### config.mk
export PLATFORM = sky130hd
export DESIGN_NAME = fsl_ctrl
export DESIGN_NICKNAME = d
export VERILOG_FILES = /design/src/hw/fsl_pkg.sv /design/src/hw/fsl_bus_cycle.sv /design/src/hw/fsl_ctrl.sv
export SDC_FILE = /design/constraint.sdc
export NUM_CORES = 1
export LEC_CHECK = 0
export BUFFER_PORTS_ARGS = -buffer_cell sky130_fd_sc_hd__buf_2
export CORE_UTILIZATION = 30
export CTS_BUF_LIST = sky130_fd_sc_hd__clkbuf_4 sky130_fd_sc_hd__clkbuf_8 sky130_fd_sc_hd__clkbuf_16
export CTS_CLUSTER_SIZE = 14
export DETAILED_ROUTE_END_ITERATION = 8
export PLACE_DENSITY = 0.45
export SYNTH_ARGS = -nofsm -noshare
export SYNTH_HDL_FRONTEND = slang
export SYNTH_SLANG_ARGS = --single-unit
### constraint.sdc
create_clock -name CLK_I -period 5.2 [get_ports CLK_I]
set_input_delay 0 -clock CLK_I [delete_from_list [all_inputs] [get_ports CLK_I]]
set_output_delay 0 -clock CLK_I [all_outputs]
set_load 0.02 [all_outputs]
### src/hw/fsl_pkg.sv
// Package: flash command codes, status bits, register map and timing counts
package fsl_pkg;
  // Device command data words
  localparam logic [15:0] CMD_STS_CFG_SETUP = 16'h00B8;
  localparam logic [15:0] CMD_LOCK_SETUP    = 16'h0060;
  localparam logic [15:0] CMD_LOCK_SET      = 16'h0001;
  localparam logic [15:0] CMD_LOCK_CLEAR    = 16'h00D0;
  localparam logic [15:0] CMD_READ_STATUS   = 16'h0070;
  localparam logic [15:0] CMD_CLEAR_STATUS  = 16'h0050;
  localparam logic [15:0] CMD_READ_INFO     = 16'h0090;
  localparam logic [15:0] CMD_READ_ARRAY    = 16'h00FF;
  // Lock state word sits at block base plus this offset
  localparam logic [23:0] LOCK_INFO_OFFSET  = 24'h000002;
  // Status register bit positions and the lock state word bit
  localparam int SR_READY_BIT    = 7;
  localparam int SR_CLRLOCK_BIT  = 5;
  localparam int SR_SETLOCK_BIT  = 4;
  localparam int LOCK_STATE_BIT  = 0;
  // Configuration code layout
  localparam int CFG_ERASE_BIT   = 0;
  localparam int CFG_PROG_BIT    = 1;
  localparam logic [7:0] CFG_LEVEL_MODE  = 8'h00;
  localparam logic [7:0] CFG_PROG_ONLY   = 8'h02;
  localparam logic [7:0] CFG_CODE_MASK   = 8'h03;
  // Controller register offsets
  localparam logic [3:0] REG_CTRL   = 4'h0;
  localparam logic [3:0] REG_ADDR   = 4'h1;
  localparam logic [3:0] REG_CFG    = 4'h2;
  localparam logic [3:0] REG_STATUS = 4'h3;
  localparam logic [3:0] REG_RESULT = 4'h4;
  // Control register command codes
  localparam logic [2:0] OP_NONE      = 3'h0;
  localparam logic [2:0] OP_STS_CFG   = 3'h1;
  localparam logic [2:0] OP_LOCK      = 3'h2;
  localparam logic [2:0] OP_UNLOCK    = 3'h3;
  localparam logic [2:0] OP_READ_LOCK = 3'h4;
  localparam logic [2:0] OP_CLR_STAT  = 3'h5;
  // Status register bits of the controller
  localparam int ST_BUSY_BIT   = 0;
  localparam int ST_ERR_BIT    = 1;
  localparam int ST_LOCKED_BIT = 2;
  localparam int ST_PULSE_BIT  = 3;
  localparam int ST_REFUSE_BIT = 4;
  // Bus timing
  localparam int CLK_PERIOD_NS   = 4;
  localparam int BUS_CYCLE_NS    = 80;
  localparam int BUS_CYCLES      =
    (BUS_CYCLE_NS + CLK_PERIOD_NS - 1) / CLK_PERIOD_NS;
  localparam int PULSE_MIN_NS    = 250;
  localparam int PULSE_MIN_CYC   =
    (PULSE_MIN_NS + CLK_PERIOD_NS - 1) / CLK_PERIOD_NS;
  localparam int POLL_LIMIT      = 4000;
  localparam int CNT_W           = 12;
  typedef enum {
    ST_IDLE, ST_W1, ST_W2, ST_POLL, ST_RD_INFO, ST_RD_LOCK, ST_RD_ARRAY,
    ST_DONE
  } fsl_state_t;
endpackage

### src/hw/fsl_bus_cycle.sv
// One asynchronous flash bus cycle: write or read, fixed length
`timescale 1ns/10ps
module fsl_bus_cycle (
  input  wire logic        clk_i,
  input  wire logic        reset_i,
  input  wire logic        start_i,
  input  wire logic        write_i,
  input  wire logic [23:0] addr_i,
  input  wire logic [15:0] wdata_i,
  input  wire logic [15:0] dq_in_i,
  output logic             done_o,
  output logic [15:0]      rdata_o,
  output logic [23:0]      addr_o,
  output logic [15:0]      dq_out_o,
  output logic             dq_oe_o,
  output logic             ce_n_o,
  output logic             we_n_o,
  output logic             oe_n_o
);
  logic [fsl_pkg::CNT_W-1:0] cnt;
  logic                      active;
  logic                      is_wr;
  wire last = active && (cnt == fsl_pkg::CNT_W'(fsl_pkg::BUS_CYCLES - 1));

  always_ff @(posedge clk_i or posedge reset_i) begin
    if (reset_i) begin
      cnt      <= '0;
      active   <= 1'b0;
      is_wr    <= 1'b0;
      done_o   <= 1'b0;
      rdata_o  <= 16'h0000;
      addr_o   <= 24'h000000;
      dq_out_o <= 16'h0000;
      dq_oe_o  <= 1'b0;
      ce_n_o   <= 1'b1;
      we_n_o   <= 1'b1;
      oe_n_o   <= 1'b1;
    end else begin
      done_o <= last;
      if (start_i && !active) begin
        active   <= 1'b1;
        cnt      <= '0;
        is_wr    <= write_i;
        addr_o   <= addr_i;
        dq_out_o <= wdata_i;
        dq_oe_o  <= write_i;
        ce_n_o   <= 1'b0;
        we_n_o   <= !write_i;
        oe_n_o   <= write_i;
      end else if (last) begin
        // Write data latched on the rising we edge; read sampled here
        active  <= 1'b0;
        ce_n_o  <= 1'b1;
        we_n_o  <= 1'b1;
        oe_n_o  <= 1'b1;
        dq_oe_o <= 1'b0;
        if (!is_wr) begin
          rdata_o <= dq_in_i;
        end
      end else if (active) begin
        cnt <= cnt + 1'b1;
      end
    end
  end
endmodule

### src/hw/fsl_ctrl.sv
// Host controller for flash status pin setup and block lock commands
//
// Contract
// - Configure pin: write 00B8h, then code, to any address.
// - Host configures pin only when device is ready, checked first.
// - Code bits 7 to 2 reserved and ignored.
// - Lock block: 0060h then 0001h to address in that block.
// - Unlock all: 0060h then 00D0h to any address.
// - Set-lock error in bit 4, clear-lock in bit 5; host clears.
// - Lock state read in info mode at block base plus 02h, bit 0.
`timescale 1ns/10ps
module fsl_ctrl (
  input  wire logic        CLK_I,
  input  wire logic        RESET_I,
  input  wire logic [3:0]  REG_ADDR_I,
  input  wire logic [31:0] REG_WDATA_I,
  input  wire logic        REG_WR_I,
  input  wire logic        REG_RD_I,
  output logic [31:0]      REG_RDATA_O,
  output logic [23:0]      FLASH_ADDR_O,
  input  wire logic [15:0] FLASH_DQ_I,
  output logic [15:0]      FLASH_DQ_O,
  output logic             FLASH_DQ_OE_O,
  output logic             FLASH_CE_N_O,
  output logic             FLASH_WE_N_O,
  output logic             FLASH_OE_N_O,
  output logic             FLASH_RESET_POWERDOWN_N_O,
  input  wire logic        STATUS_OUTPUT_PIN_I,
  output logic             COMPLETION_PULSE_O
);
  ////////////////////////////////////////////////////////////////////////
  // Software registers
  fsl_pkg::fsl_state_t     state;
  logic [2:0]              op;
  logic [23:0]             tgt_addr;
  logic [7:0]              cfg_code;
  logic [7:0]              pin_cfg;
  logic [7:0]              flash_status;
  logic                    err;
  logic                    refused;
  logic                    locked;
  logic                    pulse_seen;
  logic                    rp_n;
  logic [fsl_pkg::CNT_W-1:0] poll_cnt;
  logic [fsl_pkg::CNT_W-1:0] low_cnt;
  logic                    pin_q;

  wire wr_ctrl = REG_WR_I && (REG_ADDR_I == fsl_pkg::REG_CTRL);
  wire wr_addr = REG_WR_I && (REG_ADDR_I == fsl_pkg::REG_ADDR);
  wire wr_cfg  = REG_WR_I && (REG_ADDR_I == fsl_pkg::REG_CFG);
  wire [2:0] new_op = REG_WDATA_I[2:0];
  wire busy = (state != fsl_pkg::ST_IDLE);
  // Undefined op codes would fall through to a block lock, so drop them
  wire op_known = (new_op <= fsl_pkg::OP_CLR_STAT);
  wire start_op = wr_ctrl && !busy && op_known
                  && (new_op != fsl_pkg::OP_NONE);
  // Code 10 is refused here; reserved upper bits are masked off
  wire [7:0] cfg_eff = cfg_code & fsl_pkg::CFG_CODE_MASK;
  wire cfg_bad = (cfg_eff == fsl_pkg::CFG_PROG_ONLY);
  wire [31:0] status_word = {16'h0000, flash_status, 3'b000, refused,
    pulse_seen, locked, err, busy};
  wire [31:0] rd_mux =
    (REG_ADDR_I == fsl_pkg::REG_CTRL)   ? {29'h0, op} :
    (REG_ADDR_I == fsl_pkg::REG_ADDR)   ? {8'h00, tgt_addr} :
    (REG_ADDR_I == fsl_pkg::REG_CFG)    ? {24'h000000, cfg_code} :
    (REG_ADDR_I == fsl_pkg::REG_STATUS) ? status_word :
    (REG_ADDR_I == fsl_pkg::REG_RESULT) ? {16'h0000, flash_status, 8'h00} :
    32'h00000000;

  always_ff @(posedge CLK_I or posedge RESET_I) begin
    if (RESET_I) begin
      REG_RDATA_O <= 32'h00000000;
      tgt_addr    <= 24'h000000;
      cfg_code    <= fsl_pkg::CFG_LEVEL_MODE;
      rp_n        <= 1'b0;
    end else begin
      rp_n <= 1'b1;
      REG_RDATA_O <= REG_RD_I ? rd_mux : 32'h00000000;
      if (wr_addr) tgt_addr <= REG_WDATA_I[23:0];
      if (wr_cfg)  cfg_code <= REG_WDATA_I[7:0];
    end
  end

  // Reset pin held low during controller reset returns pin to level mode
  assign FLASH_RESET_POWERDOWN_N_O = rp_n;

  ////////////////////////////////////////////////////////////////////////
  // Command sequencer
  logic        bc_start;
  logic        bc_write;
  logic [23:0] bc_addr;
  logic [15:0] bc_wdata;
  logic        bc_done;
  logic [15:0] bc_rdata;
  logic [15:0] first_word;
  logic [15:0] second_word;
  logic [23:0] second_addr;

  always_comb begin
    first_word  = fsl_pkg::CMD_LOCK_SETUP;
    second_word = fsl_pkg::CMD_LOCK_SET;
    second_addr = tgt_addr;
    case (op)
      fsl_pkg::OP_STS_CFG: begin
        first_word  = fsl_pkg::CMD_STS_CFG_SETUP;
        // Reserved bits always go out as zero
        second_word = {8'h00, cfg_eff};
      end
      fsl_pkg::OP_UNLOCK:   second_word = fsl_pkg::CMD_LOCK_CLEAR;
      fsl_pkg::OP_READ_LOCK: begin
        first_word  = fsl_pkg::CMD_READ_INFO;
        second_addr = tgt_addr + fsl_pkg::LOCK_INFO_OFFSET;
      end
      fsl_pkg::OP_CLR_STAT: first_word = fsl_pkg::CMD_CLEAR_STATUS;
      default: ;
    endcase
  end

  wire        st_w1   = (state == fsl_pkg::ST_W1);
  wire        st_w2   = (state == fsl_pkg::ST_W2);
  wire        st_rl   = (state == fsl_pkg::ST_RD_LOCK);
  assign bc_write = st_w1 || st_w2 || (state == fsl_pkg::ST_RD_INFO)
                    || (state == fsl_pkg::ST_RD_ARRAY);
  assign bc_addr  = st_w2 || st_rl ? second_addr : tgt_addr;
  assign bc_wdata = st_w2 ? second_word :
                    (state == fsl_pkg::ST_RD_INFO) ? fsl_pkg::CMD_READ_INFO :
                    (state == fsl_pkg::ST_RD_ARRAY) ? fsl_pkg::CMD_READ_ARRAY :
                    first_word;
  assign bc_start = busy && (state != fsl_pkg::ST_DONE) && !bc_done;
  // Device reports ready, so the read strobe returns status
  wire dev_ready = bc_rdata[fsl_pkg::SR_READY_BIT];
  wire dev_err = bc_rdata[fsl_pkg::SR_SETLOCK_BIT]
                 | bc_rdata[fsl_pkg::SR_CLRLOCK_BIT];
  wire poll_out = poll_cnt == fsl_pkg::CNT_W'(fsl_pkg::POLL_LIMIT);

  always_ff @(posedge CLK_I or posedge RESET_I) begin
    if (RESET_I) begin
      state        <= fsl_pkg::ST_IDLE;
      op           <= fsl_pkg::OP_NONE;
      flash_status <= 8'h00;
      err          <= 1'b0;
      refused      <= 1'b0;
      locked       <= 1'b0;
      poll_cnt     <= '0;
      pin_cfg      <= fsl_pkg::CFG_LEVEL_MODE;
    end else begin
      if (start_op) begin
        op       <= new_op;
        refused  <= 1'b0;
        err      <= 1'b0;
        poll_cnt <= '0;
        // Pin setup waits for a ready device; code 10 is not sent
        if (new_op == fsl_pkg::OP_STS_CFG && cfg_bad) begin
          refused <= 1'b1;
        end else begin
          state <= (new_op == fsl_pkg::OP_CLR_STAT) ? fsl_pkg::ST_W1
                   : fsl_pkg::ST_POLL;
        end
      end else if (bc_done) begin
        case (state)
          fsl_pkg::ST_POLL: begin
            flash_status <= bc_rdata[7:0];
            poll_cnt     <= poll_cnt + 1'b1;
            if (poll_out) begin
              err   <= 1'b1;
              state <= fsl_pkg::ST_DONE;
            end else if (dev_ready && op == fsl_pkg::OP_NONE) begin
              err   <= dev_err;
              state <= fsl_pkg::ST_DONE;
            end else if (dev_ready) begin
              state <= fsl_pkg::ST_W1;
            end
          end
          fsl_pkg::ST_W1: begin
            if (op == fsl_pkg::OP_CLR_STAT) begin
              state <= fsl_pkg::ST_DONE;
            end else begin
              // Lock setup leaves the device in status read mode
              state <= (op == fsl_pkg::OP_READ_LOCK) ? fsl_pkg::ST_RD_LOCK
                       : fsl_pkg::ST_W2;
            end
          end
          fsl_pkg::ST_W2: begin
            // Final poll until ready then check errors
            op       <= fsl_pkg::OP_NONE;
            if (op == fsl_pkg::OP_STS_CFG) begin
              pin_cfg <= cfg_eff;
            end
            poll_cnt <= '0;
            state    <= fsl_pkg::ST_POLL;
          end
          fsl_pkg::ST_RD_LOCK: begin
            locked <= bc_rdata[fsl_pkg::LOCK_STATE_BIT];
            state  <= fsl_pkg::ST_RD_ARRAY;
          end
          fsl_pkg::ST_RD_ARRAY: state <= fsl_pkg::ST_DONE;
          default: state <= fsl_pkg::ST_DONE;
        endcase
      end else if (state == fsl_pkg::ST_DONE) begin
        state <= fsl_pkg::ST_IDLE;
      end
    end
  end

  fsl_bus_cycle u_bus (
    .clk_i    (CLK_I),
    .reset_i  (RESET_I),
    .start_i  (bc_start),
    .write_i  (bc_write),
    .addr_i   (bc_addr),
    .wdata_i  (bc_wdata),
    .dq_in_i  (FLASH_DQ_I),
    .done_o   (bc_done),
    .rdata_o  (bc_rdata),
    .addr_o   (FLASH_ADDR_O),
    .dq_out_o (FLASH_DQ_O),
    .dq_oe_o  (FLASH_DQ_OE_O),
    .ce_n_o   (FLASH_CE_N_O),
    .we_n_o   (FLASH_WE_N_O),
    .oe_n_o   (FLASH_OE_N_O)
  );

  ////////////////////////////////////////////////////////////////////////
  // Completion pulse detector on the status pin
  // Counts a low span long enough to be a pulse, then reports once
  // Follows the code the device latched, not the staging register
  wire pulse_mode = (pin_cfg != fsl_pkg::CFG_LEVEL_MODE);
  wire pulse_hit = pulse_mode && !pin_q && STATUS_OUTPUT_PIN_I
    && (low_cnt >= fsl_pkg::CNT_W'(fsl_pkg::PULSE_MIN_CYC));

  always_ff @(posedge CLK_I or posedge RESET_I) begin
    if (RESET_I) begin
      pin_q              <= 1'b1;
      low_cnt            <= '0;
      pulse_seen         <= 1'b0;
      COMPLETION_PULSE_O <= 1'b0;
    end else begin
      pin_q              <= STATUS_OUTPUT_PIN_I;
      COMPLETION_PULSE_O <= pulse_hit;
      if (STATUS_OUTPUT_PIN_I) begin
        low_cnt <= '0;
      end else if (low_cnt != '1) begin
        low_cnt <= low_cnt + 1'b1;
      end
      // Set wins over the clear by a status register read
      if (pulse_hit) begin
        pulse_seen <= 1'b1;
      end else if (REG_RD_I && REG_ADDR_I == fsl_pkg::REG_STATUS) begin
        pulse_seen <= 1'b0;
      end
    end
  end
endmodule

==> metrics.txt <==
status=finished clean; Ys Warns=0; total gr overflow=0; Port Buf Inserts=between 100 and 150; post-synthesis xor/xnor area fraction=0.04594; 1st-iter DRT viols=between 200 and 300; max-slew violations=0; Routed WL=between 15000 and 20000 um; met3 wire length=901 um; Clock Latency Late Sink=around 0.43 ns; Detailed Routing Iterations Pass 1=5; post-synthesis register bit count=~160; Vias=5700; Routed Antenna Nets=0; fin nets=919; post-synthesis mux area share=0.08466; switch share=0.3439; simple-gate share of the synthesized area=0.1783; Synth cell types=65; crit path from=state[0]; largest net degree at the start of global routing=69; WL per Instance=16.36 um; CTS max path bufs=2; HPWL after DPL=13460 um; DIE WIDTH=161.4 um; FILL cells=2509; Power Density=441.3 nW/um^2; mean number of vias per cell=4.782; Die ar.=26060 sq um; crit path kind=flip-flop to flip-flop; ant diodes=0; highest metal used=met5; adder-cell share of the synthesized area=0.008203; Psw=around 1.4 mW; Primary FF master, synth=dfrtp_1; WP data arrival=3.45 ns; fin area=9412 sq um; post-synthesis cell count=724; Starting Density=0.3099; Slew headroom=0.2672; Slew @ Worst Pin=1.099 ns; final setup violation count=0; Die H=161.4 um; initial antenna violation count=1; RSZ-0062 raised after global routing=false; first-pass GRT wire length=31420 um; worst vdd ir=0.0002171 V; CTS tree=done; f_max=0.3234 GHz; flop-to-flop setup slack=2.11 ns; complex-gate fraction of the synthesized area=0.1073; CTS sink count=around 160; skew final=between 0.015 and 0.02 ns; worst-path fanout max=68; final hold viol count=0; Area Overhead vs Synth=23.41%; R2R Path End=u_bus.dq_out_o[4]; gpl congestion=between 0.7 and 0.8; drc violations=0; io pins=around 140; multi-input logic area=roughly 3300 sq um; area post-placement=8387 sq um; Clk pwr share=0.327; Worst Setup End Kind=flip-flop; vias in the first global route=5782; Reg-to-Reg Start=state[0]; setup tns final=0 ns; main combinational cell family by area after synthesis=simple AND/OR/NAND/NOR gates; combinational fraction of design power=0.245; worst path required time=5.55 ns; Mapped Area=7626 sq um; WL met1=9501 um; hold path endpoint=pulse_seen; CTS root buf=clkbuf_16; Post-synth EDFFs=0; fraction of layout instances using a drive strength above 1=0.2373; Reg clk slew, reported paths=0.06 ns; row count=57; Mean Syn Cell Area=10.53 sq um; met2 wire length=8874 um; register share of total power=0.428; Seq/Total Area, Yosys=0.5322; Hold Path Origin=REG_ADDR_I[1]; GRT Util Overall=0.1553; Startpoint Class=flip-flop; # H-tree levels=4; Power Internal=2.725 mW; Num CTS Buffers=17; max-cap viol count=0; worst r2r path cells=5; post-layout min period=3.092 ns; Leakage=between 4 and 5 nW; Storage cell area=4059 sq um; worst min-delay path class=primary input to flip-flop; hold path depth=3; final worst path period share=0.5946; ys async rst share=1.000; area of the core=24600 sq um
## cells in the final DEF, fill, tap and decap left out, drive strengths merged, types with 20 or more instances in the layout
| master | synthesis | routed |
|---|---|---|
| nand3 | 25 | 25 |
| nor2 | 56 | 56 |
| o21ai | 52 | 52 |
| nand2 | 78 | 78 |
| buf | 23 | 108 |
| xor2 | 23 | 23 |
| dfrtp | 158 | 158 |
| a21oi | 26 | 26 |
| mux2 | 52 | 52 |
| dlygate4sd3 | 0 | 40 |
| inv | 15 | 20 |
## critical path, cell delays in order, from the launching register on
cell	delay [ns]
dfrtp_1	0.77
clkinv_1	0.47
o21bai_1	0.46
or3_2	0.94
a211oi_1	0.19
a21oi_1	0.18
## power groups by stage
stage	clock network (mW)	logic (mW)	registers, mW
6_report	1.36	1.02	1.78
5_1_grt	1.45	1.14	1.82
4_1_cts	1.40	1.03	1.78
3_5_place_dp	0	1.01	1.80
3_3_place_gp	0	0.997	1.80
2_1_floorplan	0	0.612	1.86
## registers in the layout, indices dropped and copies added, names as in the netlist, 2 cells and up
| signal | cells |
|---|---|
| REG_RDATA_O | 24 |
| cfg_code | 8 |
| flash_status | 8 |
| low_cnt | 12 |
| op | 3 |
| pin_cfg | 2 |
| poll_cnt | 12 |
| state | 3 |
| tgt_addr | 24 |
| u_bus.addr_o | 24 |
| u_bus.cnt | 12 |
| u_bus.dq_out_o | 8 |
| u_bus.rdata_o | 8 |
## worst max path at each step
stage,end,slack (ns),depth (start not counted)
detailed placement,u_bus.dq_out_o[4],2.07,5
floorplan,COMPLETION_PULSE_O,0.83,1
global placement,u_bus.dq_out_o[4],2.09,5
finish,u_bus.dq_out_o[4],2.11,5
global route,u_bus.dq_out_o[4],1.78,5
CTS,u_bus.dq_out_o[4],2.06,5
## synthesized netlist by cell type, types with 3 or more instances
master,instances,area (sq um)
and3_1,11,68.82
buf_4,16,120.1
inv_1,15,56.30
nand4_1,15,93.84
nand3_1,25,125.1
clkbuf_1,26,97.59
mux2i_1,6,60.06
a22oi_1,14,105.1
nor2_1,56,210.2
or3_1,3,18.77
a22o_1,3,26.28
and2_1,6,37.54
nor4b_1,4,35.03
nor3_1,17,85.08
a21o_1,3,22.52
dfstp_2,4,105.1
ha_1,5,62.56
a211oi_1,4,30.03
nand3b_1,6,45.04
and4_1,8,70.07
a31oi_1,4,25.02
a21oi_1,26,130.1
buf_2,3,15.01
xnor2_1,17,148.9
mux2_2,51,574.3
nand2_1,78,292.8
o21ai_0,47,235.2
nor4_1,7,43.79
nor3b_1,3,22.52
o211ai_1,5,37.54
xor2_1,23,201.4
dfrtp_1,158,3954
o21ai_1,4,20.02
o31ai_1,3,22.52
nor2b_1,7,43.79
## kinds of logic (layout without fill, tap and decap cells)
family                   count (synthesis)  in the layout
AND/OR/NAND/NOR                        263            263
flip-flops                             162            162
AO/OA/AOI/OAI                          129            129
buffers and inverters                   65            194
multiplexers                            58             58
XOR/XNOR                                40             40
adder cells (fa/ha/maj)                  5              5
other                                    2             17
## per-stage QoR
step                      setup slack (ns)  total power, mW  std cells    util  hold WS, ns
after floorplan                     0.8300            2.472        739       -     0.004478
after global placement               2.093            2.798       1122  0.3409       0.1131
after detailed placement             2.069            2.807       1122  0.3409       0.1151
after CTS                            2.065            4.207       1192  0.3825      0.04102
after global routing                 1.780            4.408       1192  0.3825      0.06957
final                                2.108            4.153       1192  0.3825      0.04756
## per-layer routing
layer,GRT usage,vias to the layer above
met5,0,-
met4,0.03945,2
met3,0.04468,13
met2,0.2402,105
met1,0.2124,2775
li1,-,2805
## cell type report
type	instances	share of cell area
Sequential cell	162	0.4313
Multi-Input combinational cell	512	0.3508
Clock buffer	17	0.04520
Inverter	16	0.006913
Tap cell	324	0.04307
Clock inverter	13	0.02114
Timing Repair Buffer	148	0.1016
## what timing repair did
item                                   4_1_cts  5_1_grt
gates resized for setup                      0        0
endpoints found under the hold margin      127        0
hold buffers                                40        0
buffers inserted                             0        0
(Power assumes the default switching activity.)
